## config.mk

```make
export PLATFORM = sky130hd
export DESIGN_NAME = tbpc_top
export DESIGN_NICKNAME = d
export VERILOG_FILES = /design/src/core/tbpc_pkg.sv /design/src/core/tbpc_top.sv /design/src/core/tbpc_channel.sv
export SDC_FILE = /design/constraint.sdc
export NUM_CORES = 1
export LEC_CHECK = 0
export BUFFER_PORTS_ARGS = -buffer_cell sky130_fd_sc_hd__clkbuf_2
export CAP_MARGIN = 10
export CORE_MARGIN = 2
export CORE_UTILIZATION = 35
export DETAILED_ROUTE_END_ITERATION = 10
export HOLD_SLACK_MARGIN = 0.12
export PLACE_DENSITY = 0.55
export SYNTH_ARGS = -nofsm -noshare
export SYNTH_HDL_FRONTEND = slang
export SYNTH_SLANG_ARGS = --single-unit
```

## constraint.sdc

```tcl
create_clock -name clk_sys_in -period 2.7 [get_ports clk_sys_in]
set_clock_uncertainty 0.05 [all_clocks]
set_input_delay 0.54 -clock clk_sys_in [delete_from_list [all_inputs] [get_ports clk_sys_in]]
set_output_delay 0.54 -clock clk_sys_in [all_outputs]
set_load 0.01 [all_outputs]
```

## src/core/tbpc_pkg.sv

```systemverilog
package tbpc_pkg;

  // widths of the register port and the time base
  localparam int unsigned ADDR_W = 12;
  localparam int unsigned DATA_W = 16;
  localparam int unsigned DUTY_W = 10;
  localparam int unsigned TMR_W  = 8;
  localparam int unsigned LOW_W  = 2;
  localparam int unsigned CHAN_N = 2;

  // register addresses, channel a at index 0
  localparam logic [CHAN_N-1:0][ADDR_W-1:0] DUTY_ADDR = {12'h318, 12'h314};
  localparam logic [CHAN_N-1:0][ADDR_W-1:0] CTRL_ADDR = {12'h31a, 12'h316};

  // control register fields
  localparam int unsigned CTRL_EN_BIT  = 7;
  localparam int unsigned CTRL_OUT_BIT = 5;
  localparam int unsigned CTRL_POL_BIT = 4;
  localparam logic [7:0]  CTRL_RESET   = 8'h00;

  // duty register fields
  localparam int unsigned DUTY_HI_MSB = 15;
  localparam int unsigned DUTY_HI_LSB = 8;
  localparam int unsigned DUTY_LO_MSB = 7;
  localparam int unsigned DUTY_LO_LSB = 6;
  localparam int unsigned DUTY_PAD_W  = 6;

  // shared timer as seen by each channel
  typedef struct packed {
    logic [TMR_W-1:0] count;
    logic [LOW_W-1:0] low;
    logic [TMR_W-1:0] period;
    logic             match;
  } tbpc_timer_t;

  // software visible register state
  typedef struct packed {
    logic [CHAN_N-1:0]             enable;
    logic [CHAN_N-1:0]             polarity;
    logic [CHAN_N-1:0][DUTY_W-1:0] duty;
    logic [DATA_W-1:0]             rdata;
  } tbpc_regs_t;

  // per channel compare state
  typedef struct packed {
    logic [DUTY_W-1:0] cmp;
    logic              active;
    logic              wave;
  } tbpc_chan_t;

endpackage

```

## src/core/tbpc_top.sv

```systemverilog
`timescale 1ns/1ns

module tbpc_top
  import tbpc_pkg::*;
#(
  parameter int unsigned NCH = CHAN_N
) (
  // clock and reset
  input  wire logic              clk_sys_in,
  input  wire logic              rst_in,
  // register port
  input  wire logic [ADDR_W-1:0] reg_addr_in,
  input  wire logic [DATA_W-1:0] reg_wdata_in,
  input  wire logic              reg_write_in,
  input  wire logic              reg_read_in,
  output logic      [DATA_W-1:0] reg_rdata_out,
  // shared period timer
  input  wire logic [TMR_W-1:0]  base_timer_count_in,
  input  wire logic [LOW_W-1:0]  time_base_low_in,
  input  wire logic [TMR_W-1:0]  period_value_reg_in,
  input  wire logic              timer_period_match_in,
  // waveforms to pin routing and peripherals
  output logic      [NCH-1:0]    channel_wave_out
);

  tbpc_regs_t               q;
  tbpc_regs_t               d;
  tbpc_timer_t              timer_s;
  logic [NCH-1:0]           wave_s;
  logic [DUTY_W-1:0]        wr_duty;

  // timer signals come from logic on this clock, so no synchroniser
  assign timer_s.count  = base_timer_count_in;
  assign timer_s.low    = time_base_low_in;
  assign timer_s.period = period_value_reg_in;
  assign timer_s.match  = timer_period_match_in;

  // duty value as packed from a write word
  assign wr_duty = {reg_wdata_in[DUTY_HI_MSB:DUTY_HI_LSB],
                    reg_wdata_in[DUTY_LO_MSB:DUTY_LO_LSB]};

  // register writes, reads and reset in one next-state process
  always_comb begin
    d       = q;
    d.rdata = '0;
    // writes: software may rewrite duty at any time, the
    // channel only picks it up at the next period match
    if (reg_write_in) begin
      for (int i = 0; i < NCH; i++) begin
        if (reg_addr_in == DUTY_ADDR[i]) begin
          d.duty[i] = wr_duty;
        end
        if (reg_addr_in == CTRL_ADDR[i]) begin
          d.enable[i]   = reg_wdata_in[CTRL_EN_BIT];
          d.polarity[i] = reg_wdata_in[CTRL_POL_BIT];
        end
      end
    end
    // reads: answer stands only in the following cycle
    if (reg_read_in) begin
      for (int i = 0; i < NCH; i++) begin
        if (reg_addr_in == DUTY_ADDR[i]) begin
          d.rdata = {q.duty[i], {DUTY_PAD_W{1'b0}}};
        end
        if (reg_addr_in == CTRL_ADDR[i]) begin
          d.rdata[CTRL_EN_BIT]  = q.enable[i];
          d.rdata[CTRL_OUT_BIT] = wave_s[i];
          d.rdata[CTRL_POL_BIT] = q.polarity[i];
        end
      end
    end
    // reset clears control but leaves duty alone; writes during
    // reset are dropped so the old duty really survives
    if (rst_in) begin
      d.duty     = q.duty;
      d.enable   = {NCH{CTRL_RESET[CTRL_EN_BIT]}};
      d.polarity = {NCH{CTRL_RESET[CTRL_POL_BIT]}};
      d.rdata    = '0;
    end
  end

  // duty has no power-on value; a simulator shows unknown until written
  always_ff @(posedge clk_sys_in) begin
    q <= d;
  end

  // one compare channel per output
  for (genvar g = 0; g < NCH; g++) begin : g_chan
    tbpc_channel #(
      .DW          (DUTY_W)
    ) u_chan (
      .clk_sys_in  (clk_sys_in),
      .rst_in      (rst_in),
      .enable_in   (q.enable[g]),
      .polarity_in (q.polarity[g]),
      .duty_in     (q.duty[g]),
      .timer_in    (timer_s),
      .wave_out    (wave_s[g])
    );
  end

  // both outputs come straight from flip-flops
  assign reg_rdata_out    = q.rdata;
  assign channel_wave_out = wave_s;

  // channel a duty as held, for readback checks
  logic [DUTY_W-1:0] duty_a;
  assign duty_a = q.duty[0];

  // channel b duty as held, so both channels get the same register checks
  logic [DUTY_W-1:0] duty_b;
  assign duty_b = q.duty[1];
endmodule

```

## src/core/tbpc_channel.sv

```systemverilog
`timescale 1ns/1ns

module tbpc_channel
  import tbpc_pkg::*;
#(
  parameter int unsigned DW = DUTY_W
) (
  // clock and reset
  input  wire logic              clk_sys_in,
  input  wire logic              rst_in,
  // settings from the register file
  input  wire logic              enable_in,
  input  wire logic              polarity_in,
  input  wire logic [DW-1:0]     duty_in,
  // shared timer
  input  wire tbpc_timer_t       timer_in,
  // waveform
  output logic                   wave_out
);

  tbpc_chan_t       q;
  tbpc_chan_t       d;
  logic [DW-1:0]    time_base;
  logic             full_on;

  // timer count extended by the low phase bits, so rate follows clk
  assign time_base = {timer_in.count, timer_in.low};
  // compare beyond the period can never be reached
  assign full_on   = q.cmp[DW-1:LOW_W] > timer_in.period;

  // set at the period event, clear on compare equal
  always_comb begin
    d = q;
    if (!enable_in) begin
      d.active = 1'b0;
    end else if (timer_in.match) begin
      d.cmp    = duty_in;
      d.active = (duty_in != '0);
    end else if (time_base == q.cmp && !full_on) begin
      d.active = 1'b0;
    end
    d.wave = d.active ^ polarity_in;
    if (rst_in) begin
      d = '0;
    end
  end

  always_ff @(posedge clk_sys_in) begin
    q <= d;
  end

  assign wave_out = q.wave;
endmodule

```

After elaboration in Yosys (flattened, before gate mapping)
Cells that the tools add are included.
- reduce and logical (&&, ||, !) cells: 14
- order comparisons: 2
- bitwise gates (word level): 4
- equality and inequality tests: 6
- mux-type cells: 12
- operators by type and width (cell ; number):
    $eq A12 B10 Y1 const B ; 4
    $mux W16 ; 2
    $eq A10 B10 Y1 ; 2
    $reduce_bool A10 Y1 ; 2
    $gt A8 B8 Y1 ; 2
    $mux W1 ; 8
    $reduce_and A2 Y1 ; 4
    $reduce_and A3 Y1 ; 2
    $mux W2 ; 2
    $reduce_or A3 Y1 ; 1
    $logic_and A1 B1 Y1 ; 2
    $logic_not A1 Y1 ; 2
    $not A1 Y1 ; 2
    $reduce_or A2 Y1 ; 1
    $xor A1 B1 Y1 ; 2
- register bits after elaboration: 64
- bits of input ports: 51
- word-level logic and storage cells: 52

Logic depth before layout (Yosys ltp)
Gate-level depths: netlist (run 1).
- depth after elaboration: 7
- depth in mapped cells: 7
- gate-level depth less buffers: 7

Hierarchy
A second synthesis (run 1) with hierarchy kept.
- cells, all modules: 307
- area total of the unflattened synthesis: 3056.7 um^2
- modules (own cells, without submodules) (module ; instances ; cells each ; area each (um^2)):
    tbpc_channel ; 2 ; 103 ; 802.0
    tbpc_top ; 1 ; 101 ; 1452.6

Worst setup path after synthesis (run 1)
Ideal clock, no wire load.
- kind: in2reg
- start: in reg_addr_in[7]
- end: reg q (netlist bit duty_b[0]) (enable)
- cell stages on the path: 4
- library setup time: 0.343 ns
- arrival: 2.243 ns
- path slack: 0.063 ns
- buffers on the path: 0
- cell sequence: or4b_4 or3b_4 nor3b_4 and3b_1
- cells in the longest elaborated chain, start to end: 2
- RTL lines (what ; RTL line ; source):
    start, declared ; tbpc_top.sv:12 ; input wire logic [ADDR_W-1:0] reg_addr_in,
    $eq A12 B10 Y1 ; tbpc_top.sv:50 ; if (reg_addr_in == DUTY_ADDR[i]) begin
    $reduce_and A3 Y1 (no source line) ; - ;
    end signal, assigned ; tbpc_top.sv:84 ; q <= d;
    end, declared ; tbpc_top.sv:26 ; tbpc_regs_t q;
No other way between the ends.
A chain may end at the register's enable or synchronous reset.

Worst setup path in the final report (run 1)
- start: in reg_addr_in[7]
- end: reg q (netlist bit duty_b[8]) (enable)
The elaborated chain is that of the path after synthesis.

==> summary by stage, run 1 <==
Job
The number of max-cap violations is 0.

Run status
The flow ran to the end, and the final reports show no timing, DRC or antenna violations.

Finish
After the last flow step, the layout net total stands at about 430. Compared with the post-synthesis result, the final layout area differs by 21.20%. The number of antenna repair diodes is 0.

The fraction of final layout cells with drive strength greater than 1 is about a quarter. The final-layout fill cell count is 813. Leaving out fill and tap cells, the most frequent cell in the layout is clkbuf_2. The final cell area excluding filler cells is about 3500 um2.

The top cell types in the final layout, fill and taps aside, are 59 x clkbuf_2, 46 x nand2_1, 40 x dfxtp_1.

Place
The instance area at placement is about 3300 um2. The placer's final routability congestion estimate is ~0.84. In this run the tool buffered the top-level ports with between 50 and 60 buffer cells. Detailed placement ended at an HPWL of 5.559 mm.

Critical path
The endpoint required time on the critical path is roughly 2.7 ns. The startpoint type of the worst setup path is an input port. The data arrival time of the worst path is about 2.2 ns. The setup path with the least slack is of type input port to flop.

Of all nets on the critical path, the largest fanout is 10. The number of cells on the worst reg-to-reg path is 6. STA classifies the critical path endpoint as a flop.

Timing
The part of the cycle the worst path needs is roughly four fifths. At the pin with the least slew margin, the transition time is between 0.5 and 0.6 ns. The number of slew-limit violations in the final report is 0. The routed design could run at a clock period as short as roughly 2.2 ns.

After routing, the total negative slack on setup checks comes to 0 ns. The worst-case hold slack is 0.3543 ns. The hold violation count in the final report is 0. The number of setup violations in the final report is 0. The maximum achievable frequency is ~0.46 GHz. Setup repair after global routing left no endpoint under its margin. Measured against its own limit, the worst slew margin works out to between 60% and 70%.

Yosys
In the synthesized netlist the dominant register cell turns out to be dfxtp_1. For this run, the number of Yosys warnings is 0. The post-synthesis register bit count is 60. In this run, distinct cell masters in the synthesized netlist total 39. The share of synthesized registers carrying an async set or reset is 0%.

The number of enable flip-flop cells after synthesis is 20. The cell area after synthesis is about 2900 um2. The gate count of the mapped netlist is 300.

The sequential area share after synthesis is 48.17%. A synthesized cell averages 9.697 um2.

Clock network
CTS saw 60 sinks. The CTS buffer count is 9. The number of hold buffers added after CTS is 0. The root buffer cell is clkbuf_8. The clock insertion delay at the later pin of the skew report is 0.33 ns. The CTS tree is built. The H-tree was split into 3 levels. The post-CTS clock slew at the launch and capture registers of the worst setup and hold paths is 0.06 ns. Counting along the longest clock path gives a buffer depth of 2. The number of setup buffers added after CTS is 0. After clock tree synthesis, the repair step resized 0 gates.

Floorplanning
The count of pins on the block boundary is 69. The floorplan step defined a die boundary enclosing roughly 9100 um2. The number of cell rows is 33. From left edge to right edge, the die measures 95.17 um. The placeable core region is 8134 um2. The overall die height is about 95 um. Once the floorplan was initialized, standard cells occupied 35.76% of the core.

Global routing
The global-route wire length before repair is roughly 11 mm. The number of global-route vias before repair is approximately 2200. Summed over all layers, the global routing overflow is 0. Global routing used about 16% of the available tracks across all layers.

The pin count of the biggest net entering global routing is 27. The number of antenna violations at the first check in global routing is 0.

Route
In this run the top signal layer used is met4. In the final routed layout, each cell accounts on average for roughly 15 um. The post-detailed-route DRC marker count is 0. The total detailed-routing wirelength is roughly 7 mm. The first detailed-routing pass took 4 iterations. The routed length on met3 is roughly 330 um. The length of routed wiring on met1 is 3.482 mm. The met2 wire length is between 3 and 4 mm.

The detailed router placed 2341 vias in this run. The via count normalized by instance count is 4.939. The first routing iteration left 69 violations. The count of nets left with antenna violations once routing finished came out at 0.

Min path
The worst hold path cell count is 1. The worst hold path belongs to the class input port to flop.

Power and ir drop
The largest voltage drop on the vdd net is 0.3334 mV. The power density over the cells is roughly 520 nW/um2. The leakage dissipation is approximately 0.0015 uW.
==> routing by layer <==
layer	track usage [%]	vias to the layer above
li1	-	1196
met1	22.81	1094
met2	25.12	49
met3	5.217	2
met4	3.623	0
met5	0	-
==> worst max-delay path, stage by stage <==
cell	delay (ns)
clkbuf_2	0.08
or4b_4	0.54
or3b_4	0.44
nor3b_4	0.20
and3b_1	0.22
buf_12	0.14
==> registers in the layout, indices dropped and copies added, names as in the netlist <==
| signal | count |
|---|---|
| duty_a | 10 |
| duty_b | 10 |
| g_chan.u_chan.q | 22 |
| g_chan.u_chan.wave_out | 2 |
| q | 4 |
| reg_rdata_out | 12 |
==> stage by stage <==
step / setup WS (ns) / instances / util [%] / total power (uW)
finish: 0.5222 / 474 / 43.35 / 1837
global route: 0.4811 / 474 / 43.35 / 1912
CTS: 0.5201 / 474 / 43.35 / 1848
detailed placement: 0.1794 / 458 / 40.92 / 1054
global placement: 0.1904 / 458 / 40.92 / 1051
floorplan: 0.06321 / 303 / - / 1005
==> cell usage after synthesis (3+ instances only) <==
master	instances	area (um2)
nor3_1	6	30.03
o21ai_0	4	20.02
and3_1	3	18.77
nor4_1	9	56.30
mux2i_1	6	60.06
buf_4	6	45.04
and3b_1	4	35.03
xnor2_1	6	52.55
a21oi_1	27	135.1
nand4_1	9	56.30
a22oi_1	11	82.58
nor3b_1	4	30.03
xor2_1	14	122.6
nor2b_1	4	25.02
nand3_1	4	20.02
nor2_1	18	67.56
edfxtp_1	20	600.6
inv_1	9	33.78
dfxtp_1	40	800.8
nand2_1	46	172.7
clkbuf_1	9	33.78
ha_1	16	200.2
==> power by group <==
group	total (uW)	switching, uW	internal, uW
Combinational	102	56.6	45.2
Sequential	931	0.0543	931
Clock	803	327	477
==> layout make-up <==
cell class	count	area, um2	share of cell area, %
multi-input cells	218	1401	39.74
clock inverters	2	35.03	0.9936
clock buffers	14	162.7	4.613
flip-flops and latches	60	1401	39.74
repair buffers	66	360.3	10.22
well taps	105	131.4	3.726
inverters	9	33.78	0.9581
==> final timing paths <==
check	startpoint	to	slack (ns)
max	reg_addr_in[7]	duty_b[8]$_DFFE_PP_	0.52
min	reg_wdata_in[10]	duty_a[4]$_DFFE_PP_	0.35
max reg2reg	g_chan[0].u_chan.q[11]$_SDFFE_PP0P_	g_chan[0].u_chan.wave_out$_SDFF_PP0_	0.89
min reg2reg	g_chan[1].u_chan.q[2]$_SDFFE_PP0P_	g_chan[1].u_chan.q[2]$_SDFFE_PP0P_	0.43
==> kinds of logic after synthesis <==
group	count (synthesis)	share of synthesized area [%]
fa+ha+maj	16	6.882
flops	60	48.17
compound gates	51	10.62
xor+xnor	20	6.022
buf+inv	25	4.043
simple gates	121	22.06
mux	6	2.065
other cells	1	0.1289
No activity file was read; power rests on OpenSTA's default activity.
==> run 2, diff against run 1 <==
- ABC_AREA: default -> 1
- PLACE_DENSITY: 0.55 -> 0.53
- clock period: 2.7 -> 2.1 ns (I/O delays scaled with it)
==> run 2 against run 1 <==
Global-route usage down 0.78 points; power is 40% higher; critical path type is now flop to flop; non-clock buffer count decreased by 3; flip-flop and latch count did not move; core utilization grew 0.60 points; via count grew 8.8%; routed wire length increased by 2.8%; highest routed layer unchanged; critical path depth increased by 5; final cell count rose by 18%.
==> summary by stage, run 2 <==
Run status
The flow ran to the end, and the final reports show no timing, DRC or antenna violations.

Yosys
The yosys synthesis warning count is 0. The fraction of the mapped netlist area in adder cells is under 10%. The post-synthesis register bit count is 60. Of the total synthesized cell area, the portion taken by AND, OR, NAND and NOR gates is roughly 25%. Synthesis produced between 300 and 400 cells. Multiplexer cells account for 0% of the synthesized area.

The average cell area after synthesis is between 7 and 8 um2. The number of enable flip-flop cells after synthesis is 20. Of the post-synthesis cell area, the dominant cell type holds a little over a quarter. The cell area after synthesis is 3025 um2. The synthesized netlist devotes roughly an eighth of its cell area to compound gates. The share of synthesized registers carrying an async set or reset is 0%. Sorting the synthesized cells by how often they occur yields 94 x nand2_1, 44 x inv_1, 40 x dfxtp_1. The sequential area share after synthesis is between 40% and 50%. The main combinational cell family by area after synthesis is simple AND/OR/NAND/NOR gates. The most common flop cell mapped by yosys is dfxtp_1. The most common cell in the netlist is nand2_1. Ranked by total cell area, the synthesized netlist is headed by dfxtp_1 26%, edfxtp_1 20%, nand2_1 12%.

The library cell occupying the most area in the post-synthesis netlist is dfxtp_1. Of the total synthesized cell area, the portion taken by XOR and XNOR cells is less than 1%. After synthesis, the netlist uses 32 different library cells.

Route
The routed design has between 7 and 8 mm of wire. For this block, the via count after detailed routing is ~2500. In this run, the number of DRC markers left after iteration 0 of detailed routing was roughly 150. The first detailed-routing pass took 4 iterations. Using the TritonRoute via totals, the vias-per-cell ratio works out to ~4.6.

The average detailed-routed wire length per instance is 12.92 um. The post-detailed-route DRC marker count is 0. Once detail routing completed, the nets flagged for antenna violations numbered 0.

Clock network
The H-tree depth is 3. The clock insertion delay at the later pin of the skew report is about 0.33 ns. TritonCTS built the clock tree. The longest clock path from root to sink contains 2 buffers. After clock tree synthesis, the clock-pin slew on the worst setup and hold paths is roughly 0.070 ns. The number of hold buffers added after CTS is 0. In this run, CTS created clock tree buffers numbering 9. Post-CTS timing repair inserted 0 buffers for setup. After clock tree synthesis, the repair step resized 0 gates. The clock net sink count is 60. In this run the clock root is driven by a clkbuf_8.

Finish
The number of antenna repair diodes is 0. The area growth from synthesis to layout is 20.55%. The post-route netlist has 22.91% of its cells at a drive strength greater than 1. The final-layout fill cell count is about 850. The flip-flop count of the largest register after layout is 22. The net total in the final layout is ~520. The library cells used most frequently in the layout, excluding fill and tap cells, are 94 x nand2_1, 59 x clkbuf_2, 44 x inv_1. The most frequent standard cell in the layout excluding fill and tap cells is nand2_1. g_chan.u_chan.q holds more flip-flops than any other register.

Global routing
For this run, the total global-route usage over all layers was measured as roughly 16%. Entering global routing, the biggest net connects 26 pins. The number of antenna violations at the first check in global routing came to 0. The first global-routing pass estimated 11.68 mm of wire.

The leftover overflow at the end of global routing is 0. The number of global-route vias before repair is about 2500.

Timing
The number of slew-limit violations in the final report is 0. The hold violation count in the final report is 0. Setup repair after global routing left no endpoint under its margin.

Derived from the worst setup path, the maximum achievable clock frequency is 0.6035 GHz. In this run the tightest slew margin relative to its limit is around three fifths. The post-layout minimum cycle time is between 1.5 and 2 ns. At the pin with the least slew margin, the transition time is approximately 0.57 ns. In the final timing run, aggregate negative setup slack is 0 ns. The number of setup violations in the final report is 0. Of the available clock period, the critical path in the final layout requires about four fifths.

Power and ir drop
The largest voltage drop on the vdd net is 0.4556 mV. The power density over the cells is between 700 and 800 nW/um2. The leakage dissipation is ~0.0017 uW.

The power consumption is roughly 2600 uW.

Place
The wire-length estimate of the detail-placed layout is 5.644 mm. At the end of routability-driven placement, the weighted congestion stood at 0.8048. In this run the tool buffered the top-level ports with around 60 buffer cells.

Critical path
In this run the worst path has a maximum fanout of 4. Data on the critical path arrives at its endpoint at between 1.5 and 2 ns. The critical path endpoint category is a flop. The startpoint type of the worst setup path is a flop. For the worst setup path, the data required time is around 2.3 ns. The kind of critical path is flop to flop.

Floorplanning
The number of cell rows is 33. The placeable core region is ~8300 um2. The die is roughly 97 um wide. The effective utilization at floorplan is a little over a third. The overall die height is between 90 and 100 um. The floorplan step defined a die boundary enclosing 9404 um2.

The count of pins on the block boundary is just under 70.

Job
The number of max-cap violations is 0.

Min path
The type of the most critical hold path is input port to flop.
## run 2: cell count changes after synthesis, moves of 7 or more
cell | previous run | this run
o21ai_0 | 4 | 21
xor2_1 | 14 | 2
a21oi_1 | 27 | 35
inv_2 | 0 | 7
inv_1 | 9 | 44
a22oi_1 | 11 | 0
nand3_1 | 4 | 15
o21ai_1 | 0 | 8
nor2_1 | 18 | 34
nand2_1 | 46 | 94
## run 2: power breakdown
part | total [uW] | internal (uW) | switching [uW]
Combinational | 154 | 61.8 | 91.8
Clock | 1220 | 785 | 437
Sequential | 1200 | 1200 | 0.0985
Total | 2570 | 2040 | 529
## run 2: worst paths after layout
check                           depth (start not counted)  slack, ns                                   end                                 start
worst min register to register                          2       0.41           reg_rdata_out[5]$_SDFF_PP0_  g_chan[0].u_chan.wave_out$_SDFF_PP0_
worst max register to register                         11       0.44  g_chan[0].u_chan.wave_out$_SDFF_PP0_    g_chan[0].u_chan.q[9]$_SDFFE_PP0P_
worst min-delay path                                    1       0.22                   duty_b[0]$_DFFE_PP_                       reg_wdata_in[6]
worst max-delay path                                   11       0.44  g_chan[0].u_chan.wave_out$_SDFF_PP0_    g_chan[0].u_chan.q[9]$_SDFFE_PP0P_
## run 2: kinds of logic after synthesis
| logic type | Yosys count |
|---|---|
| simple gates | 170 |
| compound gates | 70 |
| buf+inv | 65 |
| flops | 60 |
| fa+ha+maj | 16 |
| xor+xnor | 2 |
| other cells | 1 |
## run 2: through the flow
step                std cells  hold WS, ns  setup slack (ns)  utilization, %  area [um2]
floorplan                 387       0.3893           0.02762               -        3037
global placement          543       0.4120            0.2593           41.16        3416
detailed placement        543       0.4081            0.2311           41.16        3416
CTS                       559       0.2049            0.4351           43.95        3647
global route              559       0.2044            0.2961           43.95        3647
finish                    559       0.2210            0.4430           43.95        3647
## run 2: layout make-up
class | instances | area, um2 | area share, %
flip-flops and latches | 60 | 1401 | 38.42
clock inverters | 5 | 100.1 | 2.744
well taps | 105 | 131.4 | 3.602
inverters | 53 | 205.2 | 5.626
clock buffers | 11 | 131.4 | 3.602
repair buffers | 63 | 325.3 | 8.919
multi-input cells | 262 | 1353 | 37.08
## run 2: worst max-delay path, cell delays in order (launching register included)
cell	delay, ns
dfxtp_1	0.42
ha_1	0.28
a21oi_1	0.13
nor2_1	0.05
nor2_1	0.10
nand2_1	0.06
nand2_1	0.07
nand2_1	0.07
nand2_1	0.06
nand2_1	0.07
a21oi_1	0.14
nor2_1	0.06
## run 2: per-layer routing
layer | vias up | track usage, % | wire (um)
li1 | 1373 | - | -
met1 | 1119 | 21.15 | 3593
met2 | 48 | 24.73 | 3256
met3 | 6 | 3.396 | 288
met4 | 0 | 5.634 | 85
met5 | - | 0 | 0
